File: src/verilog/serial_rx_regs.svh
// constants of the asynchronous serial receiver
`ifndef SERIAL_RX_REGS_SVH
`define SERIAL_RX_REGS_SVH
// prescale of the bit period per divisor count
`define RX_PRESC_FAST 23'h00_0004
`define RX_PRESC_MID 23'h00_0010
`define RX_PRESC_SLOW 23'h00_0040
// auto-baud measures eight bit times between rising edges one and five
`define ABD_SPAN_BITS 10'h008
`define ABD_LAST_EDGE 3'h4
// receive buffer geometry
`define RX_FIFO_DEPTH 8
`define RX_FIFO_AW 3
// divisor value after reset
`define RX_DIV_RESET 16'h0000
`endif

File: src/verilog/serial_rx_pkg.sv
// types shared by the asynchronous serial receiver
package serial_rx_pkg;
  // one received character as held in the buffer
  typedef struct packed {
    logic frame_err;
    logic ninth_bit;
    logic [7:0] data;
  } rx_word_type;
  // static configuration from firmware
  typedef struct packed {
    logic port_enable;
    logic sync_mode_select;
    logic nine_bit_receive_select;
    logic continuous_receive_enable;
    logic address_detect_enable;
    logic receive_irq_enable;
    logic high_speed_baud_select;
    logic wide_divisor_select;
    logic sleep_mode;
  } rx_ctrl_type;
  // one-cycle firmware strobes
  typedef struct packed {
    logic divisor_write;
    logic [15:0] divisor_value;
    logic autobaud_set;
    logic autobaud_clear;
    logic overflow_clear;
    logic wake_set;
    logic wake_clear;
    logic data_read;
  } rx_strobe_type;
  // receiver states
  typedef enum logic [1:0] {
    RX_IDLE,
    RX_START,
    RX_DATA,
    RX_STOP
  } rx_state_type;
endpackage

File: src/verilog/serial_rx.sv
// asynchronous serial receiver with buffer, auto-baud and wake on break
`timescale 1ns/1ps
`include "serial_rx_regs.svh"

////////////////////////////////////////////////////////////////////////////
// first-word-fall-through buffer, valid/ready on both sides
module rx_fifo #(
  parameter int WIDTH = 10,
  parameter int DEPTH = 8,
  parameter int AW = 3
) (
  input wire logic clk, // system clock
  input wire logic nrst, // sync reset, active low
  input wire logic in_valid, // write request
  output logic in_ready, // room for a word
  input wire logic [WIDTH-1:0] in_data, // word written
  output logic out_valid, // oldest word present
  input wire logic out_ready, // consumer pops
  output logic [WIDTH-1:0] out_data // oldest word
);
  logic [WIDTH-1:0] mem [DEPTH]; // storage
  logic [AW-1:0] wr_r; // write pointer
  logic [AW-1:0] rd_r; // read pointer
  logic [AW:0] cnt_r; // words held
  logic push; // accepted write
  logic pop; // accepted read

  assign push = in_valid && in_ready;
  assign pop = out_valid && out_ready;
  assign in_ready = (cnt_r != (AW+1)'(DEPTH));
  assign out_valid = (cnt_r != '0);
  assign out_data = mem[rd_r];

  // storage writes carry no reset, only pointers and fill level need one
  always_ff @(posedge clk) begin
    if (push) begin
      mem[wr_r] <= in_data;
    end
  end

  // pointers and fill level
  always_ff @(posedge clk) begin
    if (!nrst) begin
      wr_r <= '0;
      rd_r <= '0;
      cnt_r <= '0;
    end else begin
      if (push) begin
        wr_r <= wr_r + AW'(1);
      end
      if (pop) begin
        rd_r <= rd_r + AW'(1);
      end
      cnt_r <= cnt_r + (AW+1)'(push) - (AW+1)'(pop);
    end
  end
endmodule

////////////////////////////////////////////////////////////////////////////
module serial_rx
  import serial_rx_pkg::*;
(
  input wire logic clk, // system clock, 125 MHz
  input wire logic nrst, // sync reset, active low
  input wire logic receive_line, // serial input pin
  input wire rx_ctrl_type ctrl, // firmware configuration
  input wire rx_strobe_type stb, // firmware strobes
  output logic receive_flag, // character or event pending
  output logic receive_irq, // flag gated by irq enable
  output logic [7:0] receive_data, // byte from last data read
  output logic receive_ninth, // ninth bit of oldest character
  output logic frame_error_flag, // stop error of oldest
  output logic overrun_error_flag, // overrun seen
  output logic autobaud_enable, // auto-baud in progress
  output logic autobaud_overflow_flag, // rate counter overflowed
  output logic wake_on_break_enable, // wake armed
  output logic receiver_idle_status, // no character in progress
  output logic [15:0] baud_divisor // current divisor
);
  rx_state_type state_r; // receiver state
  logic sync1_r; // synchroniser first stage
  logic sync2_r; // synchroniser second stage
  logic line_q_r; // previous synchronised level
  logic fall; // line went low
  logic rise; // line went high
  logic [22:0] cnt_r; // bit timer
  logic [22:0] period; // cycles per bit
  logic [3:0] idx_r; // bits sampled
  logic [8:0] shift_r; // receive shift register
  logic done; // character ended this cycle
  logic async_on; // asynchronous mode active
  logic rx_on; // normal reception allowed
  rx_word_type word; // completed character
  logic accept; // character qualifies for buffer
  logic in_ready; // buffer has room
  logic out_valid; // buffer holds a character
  rx_word_type head; // oldest character
  logic pop; // firmware read of data
  logic event_r; // wake or auto-baud flag
  logic [15:0] div_r; // divisor register
  logic [2:0] abd_edges_r; // rising edges seen in auto-baud
  logic [9:0] abd_pre_r; // auto-baud prescale counter
  logic [15:0] abd_cnt_r; // auto-baud rate counter
  logic [9:0] abd_span; // cycles per rate count
  logic abd_done; // fifth rising edge reached

  // bit period from divisor and speed selects
  function automatic logic [22:0] bit_cycles(input logic hs,
                                             input logic wide,
                                             input logic [15:0] d);
    logic [22:0] presc;
    logic [22:0] n;
    presc = `RX_PRESC_SLOW;
    if (hs && wide) begin
      presc = `RX_PRESC_FAST;
    end else if (hs || wide) begin
      presc = `RX_PRESC_MID;
    end
    n = wide ? {7'h00, d} : {15'h0000, d[7:0]};
    bit_cycles = 23'(presc * (n + 23'h00_0001));
  endfunction

  ////////////////////////////////////////////////////////////////////////////
  // mode decode
  assign async_on = ctrl.port_enable && !ctrl.sync_mode_select;
  // receive path idles in sleep, wake or auto-baud
  assign rx_on = async_on && ctrl.continuous_receive_enable
                 && !ctrl.sleep_mode
                 && !wake_on_break_enable
                 && !autobaud_enable;
  assign period = bit_cycles(ctrl.high_speed_baud_select,
                             ctrl.wide_divisor_select, div_r);
  assign fall = line_q_r && !sync2_r;
  assign rise = !line_q_r && sync2_r;
  assign pop = stb.data_read && out_valid;

  ////////////////////////////////////////////////////////////////////////////
  // pin synchroniser, idle level high
  always_ff @(posedge clk) begin
    if (!nrst) begin
      sync1_r <= 1'b1;
      sync2_r <= 1'b1;
      line_q_r <= 1'b1;
    end else begin
      sync1_r <= receive_line;
      sync2_r <= sync1_r;
      line_q_r <= sync2_r;
    end
  end

  ////////////////////////////////////////////////////////////////////////////
  // receive sequencer; half a bit after the start edge, then whole bits
  always_ff @(posedge clk) begin
    if (!nrst) begin
      state_r <= RX_IDLE;
      cnt_r <= '0;
      idx_r <= '0;
      shift_r <= '0;
    end else if (!rx_on) begin
      state_r <= RX_IDLE;
      cnt_r <= '0;
    end else begin
      unique case (state_r)
        RX_IDLE: begin
          cnt_r <= '0;
          idx_r <= '0;
          if (fall) begin
            state_r <= RX_START;
          end
        end
        RX_START: begin
          cnt_r <= cnt_r + 23'h00_0001;
          if (cnt_r == (period >> 1)) begin
            cnt_r <= '0;
            // a glitch shorter than half a bit is not a start
            state_r <= sync2_r ? RX_IDLE : RX_DATA;
          end
        end
        RX_DATA: begin
          cnt_r <= cnt_r + 23'h00_0001;
          if (cnt_r == period - 23'h00_0001) begin
            cnt_r <= '0;
            shift_r <= {sync2_r, shift_r[8:1]};
            idx_r <= idx_r + 4'h1;
            if (idx_r == (ctrl.nine_bit_receive_select ? 4'h8 : 4'h7)) begin
              state_r <= RX_STOP;
            end
          end
        end
        RX_STOP: begin
          cnt_r <= cnt_r + 23'h00_0001;
          if (cnt_r == period - 23'h00_0001) begin
            state_r <= RX_IDLE;
          end
        end
      endcase
    end
  end

  assign done = rx_on && state_r == RX_STOP
                && cnt_r == period - 23'h00_0001;

  ////////////////////////////////////////////////////////////////////////////
  // character assembly and buffer admission
  always_comb begin
    word.frame_err = !sync2_r;
    if (ctrl.nine_bit_receive_select) begin
      word.ninth_bit = shift_r[8];
      word.data = shift_r[7:0];
    end else begin
      word.ninth_bit = 1'b0;
      word.data = shift_r[8:1];
    end
  end

  // nine-bit address mode drops characters with ninth bit clear
  assign accept = done && !overrun_error_flag
                  && !(ctrl.address_detect_enable
                       && ctrl.nine_bit_receive_select
                       && !word.ninth_bit);

  rx_fifo #(
    .WIDTH($bits(rx_word_type)),
    .DEPTH(`RX_FIFO_DEPTH),
    .AW(`RX_FIFO_AW)
  ) rx_fifo_i (
    .clk(clk),
    .nrst(nrst),
    .in_valid(accept),
    .in_ready(in_ready),
    .in_data(word),
    .out_valid(out_valid),
    .out_ready(stb.data_read),
    .out_data(head)
  );

  ////////////////////////////////////////////////////////////////////////////
  // overrun: set wins, cleared only by dropping continuous enable
  always_ff @(posedge clk) begin
    if (!nrst) begin
      overrun_error_flag <= 1'b0;
    end else if (accept && !in_ready) begin
      overrun_error_flag <= 1'b1;
    end else if (!ctrl.continuous_receive_enable) begin
      overrun_error_flag <= 1'b0;
    end
  end

  ////////////////////////////////////////////////////////////////////////////
  // data read returns the oldest byte and pops it
  always_ff @(posedge clk) begin
    if (!nrst) begin
      receive_data <= '0;
    end else if (pop) begin
      receive_data <= head.data;
    end
  end

  // status of the oldest character
  always_ff @(posedge clk) begin
    if (!nrst) begin
      receive_ninth <= 1'b0;
      frame_error_flag <= 1'b0;
    end else begin
      receive_ninth <= out_valid && head.ninth_bit;
      frame_error_flag <= out_valid && head.frame_err;
    end
  end

  ////////////////////////////////////////////////////////////////////////////
  // event flag for wake and auto-baud; a new event beats the read clear
  always_ff @(posedge clk) begin
    if (!nrst) begin
      event_r <= 1'b0;
    end else if ((wake_on_break_enable && fall)
                 || abd_done) begin
      event_r <= 1'b1;
    end else if (stb.data_read) begin
      event_r <= 1'b0;
    end
  end

  // flag and interrupt follow buffer content and events
  always_ff @(posedge clk) begin
    if (!nrst) begin
      receive_flag <= 1'b0;
      receive_irq <= 1'b0;
    end else begin
      receive_flag <= out_valid || event_r;
      receive_irq <= (out_valid || event_r) && ctrl.receive_irq_enable;
    end
  end

  ////////////////////////////////////////////////////////////////////////////
  // wake on break; works in sleep since only the pin edge is needed
  always_ff @(posedge clk) begin
    if (!nrst) begin
      wake_on_break_enable <= 1'b0;
    end else if (!async_on) begin
      wake_on_break_enable <= 1'b0;
    end else if (stb.wake_set) begin
      wake_on_break_enable <= 1'b1;
    end else if (stb.wake_clear) begin
      wake_on_break_enable <= 1'b0;
    end else if (wake_on_break_enable && rise && event_r) begin
      // first rising edge after the wake ends the break
      wake_on_break_enable <= 1'b0;
    end
  end

  ////////////////////////////////////////////////////////////////////////////
  // auto-baud: count from rising edge one to five of a 0x55 character
  assign abd_span = 10'(`ABD_SPAN_BITS * period[22:0] / (period[22:0]
                    / ((ctrl.high_speed_baud_select
                        && ctrl.wide_divisor_select) ? `RX_PRESC_FAST
                       : (ctrl.high_speed_baud_select
                          || ctrl.wide_divisor_select) ? `RX_PRESC_MID
                       : `RX_PRESC_SLOW)));
  assign abd_done = autobaud_enable && rise
                    && abd_edges_r == `ABD_LAST_EDGE;

  // edge count and rate counter
  always_ff @(posedge clk) begin
    if (!nrst || !autobaud_enable || ctrl.sleep_mode) begin
      abd_edges_r <= '0;
      abd_pre_r <= '0;
      abd_cnt_r <= '0;
    end else begin
      if (rise) begin
        abd_edges_r <= abd_edges_r + 3'h1;
      end
      if (abd_edges_r != 3'h0) begin
        abd_pre_r <= abd_pre_r + 10'h001;
        if (abd_pre_r == abd_span - 10'h001) begin
          abd_pre_r <= '0;
          abd_cnt_r <= abd_cnt_r + 16'h0001;
        end
      end
    end
  end

  // enable: firmware sets or aborts, fifth edge ends it
  always_ff @(posedge clk) begin
    if (!nrst) begin
      autobaud_enable <= 1'b0;
    end else if (abd_done || stb.autobaud_clear) begin
      autobaud_enable <= 1'b0;
    end else if (stb.autobaud_set && async_on) begin
      autobaud_enable <= 1'b1;
    end
  end

  // overflow: set wins; clear refused while auto-baud still enabled
  always_ff @(posedge clk) begin
    if (!nrst) begin
      autobaud_overflow_flag <= 1'b0;
    end else if (autobaud_enable && abd_edges_r != 3'h0
                 && abd_cnt_r == 16'hFFFF
                 && abd_pre_r == abd_span - 10'h001) begin
      autobaud_overflow_flag <= 1'b1;
    end else if (stb.overflow_clear && !autobaud_enable) begin
      autobaud_overflow_flag <= 1'b0;
    end
  end

  ////////////////////////////////////////////////////////////////////////////
  // divisor: firmware write or a clean auto-baud result
  always_ff @(posedge clk) begin
    if (!nrst) begin
      div_r <= `RX_DIV_RESET;
    end else if (abd_done && !autobaud_overflow_flag) begin
      // the tick landing on the fifth edge still belongs to the count
      div_r <= abd_cnt_r - 16'h0001
               + 16'(abd_pre_r == abd_span - 10'h001);
    end else if (stb.divisor_write) begin
      div_r <= stb.divisor_value;
    end
  end

  // visible copies of internal state
  always_ff @(posedge clk) begin
    if (!nrst) begin
      baud_divisor <= `RX_DIV_RESET;
      receiver_idle_status <= 1'b1;
    end else begin
      baud_divisor <= div_r;
      receiver_idle_status <= (state_r == RX_IDLE);
    end
  end
endmodule

File: config.mk
export PLATFORM = sky130hd
export DESIGN_NAME = serial_rx
export DESIGN_NICKNAME = d
export VERILOG_FILES = /design/src/verilog/serial_rx_pkg.sv /design/src/verilog/serial_rx.sv
export VERILOG_INCLUDE_DIRS = /design/src /design/src/verilog
export SDC_FILE = /design/constraint.sdc
export NUM_CORES = 1
export LEC_CHECK = 0
export ABC_AREA = 1
export BUFFER_PORTS_ARGS = -buffer_cell sky130_fd_sc_hd__buf_2
export CAP_MARGIN = 0
export CORE_MARGIN = 2
export CORE_UTILIZATION = 45
export CTS_CLUSTER_SIZE = 24
export DETAILED_ROUTE_END_ITERATION = 10
export PLACE_DENSITY = 0.6
export SLEW_MARGIN = 25
export SYNTH_ARGS = -nofsm -noshare
export SYNTH_HDL_FRONTEND = slang
export SYNTH_HIERARCHICAL = 1
export SYNTH_SLANG_ARGS = --single-unit
File: constraint.sdc
create_clock -name clk -period 118.6 [get_ports clk]
set_input_delay 17.79 -clock clk [delete_from_list [all_inputs] [get_ports clk]]
set_output_delay 17.79 -clock clk [all_outputs]
set_load 0.02 [all_outputs]
==> reports/qor.yml <==
clocking:
  clk_pin_slew_worst_paths_ns: 0.06
  tritoncts: "built"
  cts_sinks: 213
  cts_buffers: 23
  htree_levels: 1
  clock_path_buffers: 3
  clock_latency_ns: 0.55
  clock-root-buffer: "clkbuf_16"
worst_setup_path:
  r2r_cells: 580
  cp.buffers_inverters: 133
  cp_slowest_stage_delay_ns: 0.54
  cp_common_cell: "nand2_1"
  worst_path_max_delay_cell: "nor4_1"
  cp-end-kind: "flop"
  worstReg2RegStart: "div_r[0]$_SDFFE_PN0P_"
  r2r_end: "div_r[14]$_SDFFE_PN0P_"
  crit_fanout: 35
  arrival_ns: 108.75
  r2r_slack_ns: 26.68
  critical_path_required_ns: 119.05
  cp-startpoint: "ctrl[1]"
  critPathLaunchType: "primary input"
  cp_top_family: "simple AND/OR/NAND/NOR gates"
  worstSetupPathType: "in -> reg"
placement:
  io_buffers: 67
  place_congestion: 0.930
  placed_area_sq_um: 39900
  dp.final_hpwl_microns: 91600
floorplan:
  dieWidth_microns: 297
  core_region_area_sq_um: 85300
  fp.dieArea_sq_um: 88400
  io_pins: 68
  die_h_microns: 297
  rows: 107
  initial_utilization: 0.454
timing:
  fin_crit_ns: 108.31
  timing.fmax_ghz: 0.00923
  maxSlewViolCount: 0
  worst_pin_slew_ns: 1.04
  finClkSkew_ns: 0.0140
  relSlewSlack: 0.302
  hold_violations: 0
  finalCritPeriodShare: 0.913
  setup_viol: 0
min_path:
  holdPathStages: 1
  hp-class: "reg -> reg"
  whs_endpoint: "sync2_r$_SDFF_PN1_"
  min_from: "sync1_r$_SDFF_PN1_"
route:
  post-route-drc-count: 0
  wl_met3_microns: 4800
  dr.max_layer_used: "met5"
  wirelength_met1_microns: 55300
  wirelength_microns: 115000
  vias: 38200
  vias_per_cell: 5.26
  drtIter0Drc: 2548
  wl_met2_microns: 52500
  drt_first_pass_iters: 8
  wl_per_cell_microns: 15.9
  ant_nets: 0
yosys:
  yosysSeqAreaShare: 0.131
  synth_compound_area_frac: 0.119
  synthMuxAreaShare: 0.00207
  synthTopCellsByArea: "ha_1 14%, nand2_1 13%, inv_1 8.9%"
  async_flop_share: 0
  synth_area_leader_cell: "ha_1"
  synthAdderAreaFrac: 0.144
  synth-simple-area-share: 0.408
  ys_types: 101
  synth_top_family_by_area: "simple AND/OR/NAND/NOR gates"
  ys_ff_latch: 213
  netlist_area_sq_um: 38700
  yosysWarnings: 6
  synth_area_per_cell_sq_um: 6.37
  synth-edff-count: 80
  synthCells: 6078
  synth_ff_type: "dfxtp_1"
  synth-xor-area-share: 0.0758
  synth_top_area_frac: 0.136
grt:
  grt_max_degree: 54
  track_usage: 0.252
  antenna_found_initial: 2
  grt_pass1_wl_microns: 186000
  grt-ovfl-total: 0
  grt_pass1_vias: 35600
run_status:
  status: "completed"
final_layout:
  syn_to_final_growth_pct: 5.28
  fin_nets: 6564
  drive_gt1_frac: 0.128
  design_area_sq_um: 40800
job:
  maxCapViolations: 0
[synth_stat cells (all sizes together) (8+ instances only)]
master   number
a211oi       13
a21boi       11
a21o         29
a21oi       331
a31oi        20
and2         12
buf          44
clkbuf       69
clkinv       18
dfxtp       133
edfxtp       80
fa           15
ha          421
inv         971
mux2i         8
nand2      1573
nand3       493
nand3b       20
nand4       135
nor2        746
nor3         98
nor3b         8
nor4         27
o2111ai       8
o211ai       23
o21a         11
o21ai       270
o21bai       27
o22ai        11
o31ai         8
or2          69
xnor2       109
xor2        219
[area by class of cell]
| class | count | area, sq um |
|---|---|---|
| Fill cell | 9020 | 44500 |
| Multi-Input combinational cell | 4760 | 29100 |
| Sequential cell | 213 | 5060 |
| Inverter | 990 | 3760 |
| Tap cell | 1144 | 1430 |
| Timing Repair Buffer | 105 | 624 |
| Clock buffer | 26 | 607 |
| Clock inverter | 16 | 214 |
| Antenna cell | 1 | 2.50 |
[worst max-delay path by stage]
stage / slack [ns] / to / depth (start not counted)
4_1_cts: 9.00 / div_r[14]$_SDFFE_PN0P_ / 568
3_5_place_dp: 8.64 / div_r[14]$_SDFFE_PN0P_ / 567
3_3_place_gp: 10.89 / div_r[14]$_SDFFE_PN0P_ / 568
2_1_floorplan: 20.86 / div_r[14]$_SDFFE_PN0P_ / 604
6_report: 10.29 / div_r[14]$_SDFFE_PN0P_ / 577
5_1_grt: -0.05 / div_r[14]$_SDFFE_PN0P_ / 582
[cells by family after synthesis]
group	count (synthesis)
other cells	1
flops	213
compound gates	797
simple gates	3187
buf+inv	1108
fa+ha+maj	436
xor+xnor	328
mux	8
[through the flow]
step                hold slack (ns)  worst slack (ns)  cells  TNS (ns)   util
floorplan                     0.393             20.86   6079         0      -
global placement              0.394             10.89   7207         0  0.468
detailed placement            0.401              8.64   7207         0  0.468
CTS                           0.416              9.00   7249         0  0.478
global route                  0.458           -0.0548   7254   -0.0920  0.478
finish                        0.415             10.29   7255         0  0.478
[worst reg2reg max path: cells and delay by family, from the launching register on]
kind / cells / cell delay, ns
compound gates: 118 / 23.28
xor+xnor: 21 / 4.39
fa+ha+maj: 51 / 16.14
buf+inv: 129 / 14.64
flops: 1 / 0.60
simple gates: 261 / 32.79
[routing by layer]
metal  up-vias  global-route usage
met3       120              0.0149
met4         2              0.0558
met5         -                   0
li1      19800                   -
met1     17500               0.352
met2       776               0.426
[layout by cell type, fill, tap and decap left out, types with 26 or more instances in the layout]
cell type	n
inv_1	921
or2_2	60
nand2_1	1320
a21o_1	26
edfxtp_1	80
nand2_2	182
buf_4	37
nor2_4	51
nand3_2	73
xor2_1	214
o21ai_1	32
nand4_1	129
dfxtp_1	133
nor2_2	55
a21oi_1	322
xnor2_1	107
inv_2	41
nor3_1	90
ha_1	421
nor2_1	636
buf_2	67
nand2_4	67
o21ai_0	230
nand3_1	399
[flip-flops by register name, summed over array words and instances (netlist names), 8 cells and up, named ones only]
signal         cells
rx_fifo_i/mem     80
cnt_r             23
abd_cnt_r         16
baud_divisor      16
div_r             16
abd_pre_r         10
shift_r            9
receive_data       8
[what timing repair did]
action                                  in CTS  in global routing
endpoints found under the setup margin       0                 43
hold endpoints to repair                     0                  0
hold buffers                                 0                  0
resized for setup                            0                  7
setup buffers                                0                  3
Power is left out: the tool's default activity adds up to more than one toggle a clock period on the data nets, which glitch-free logic cannot reach.
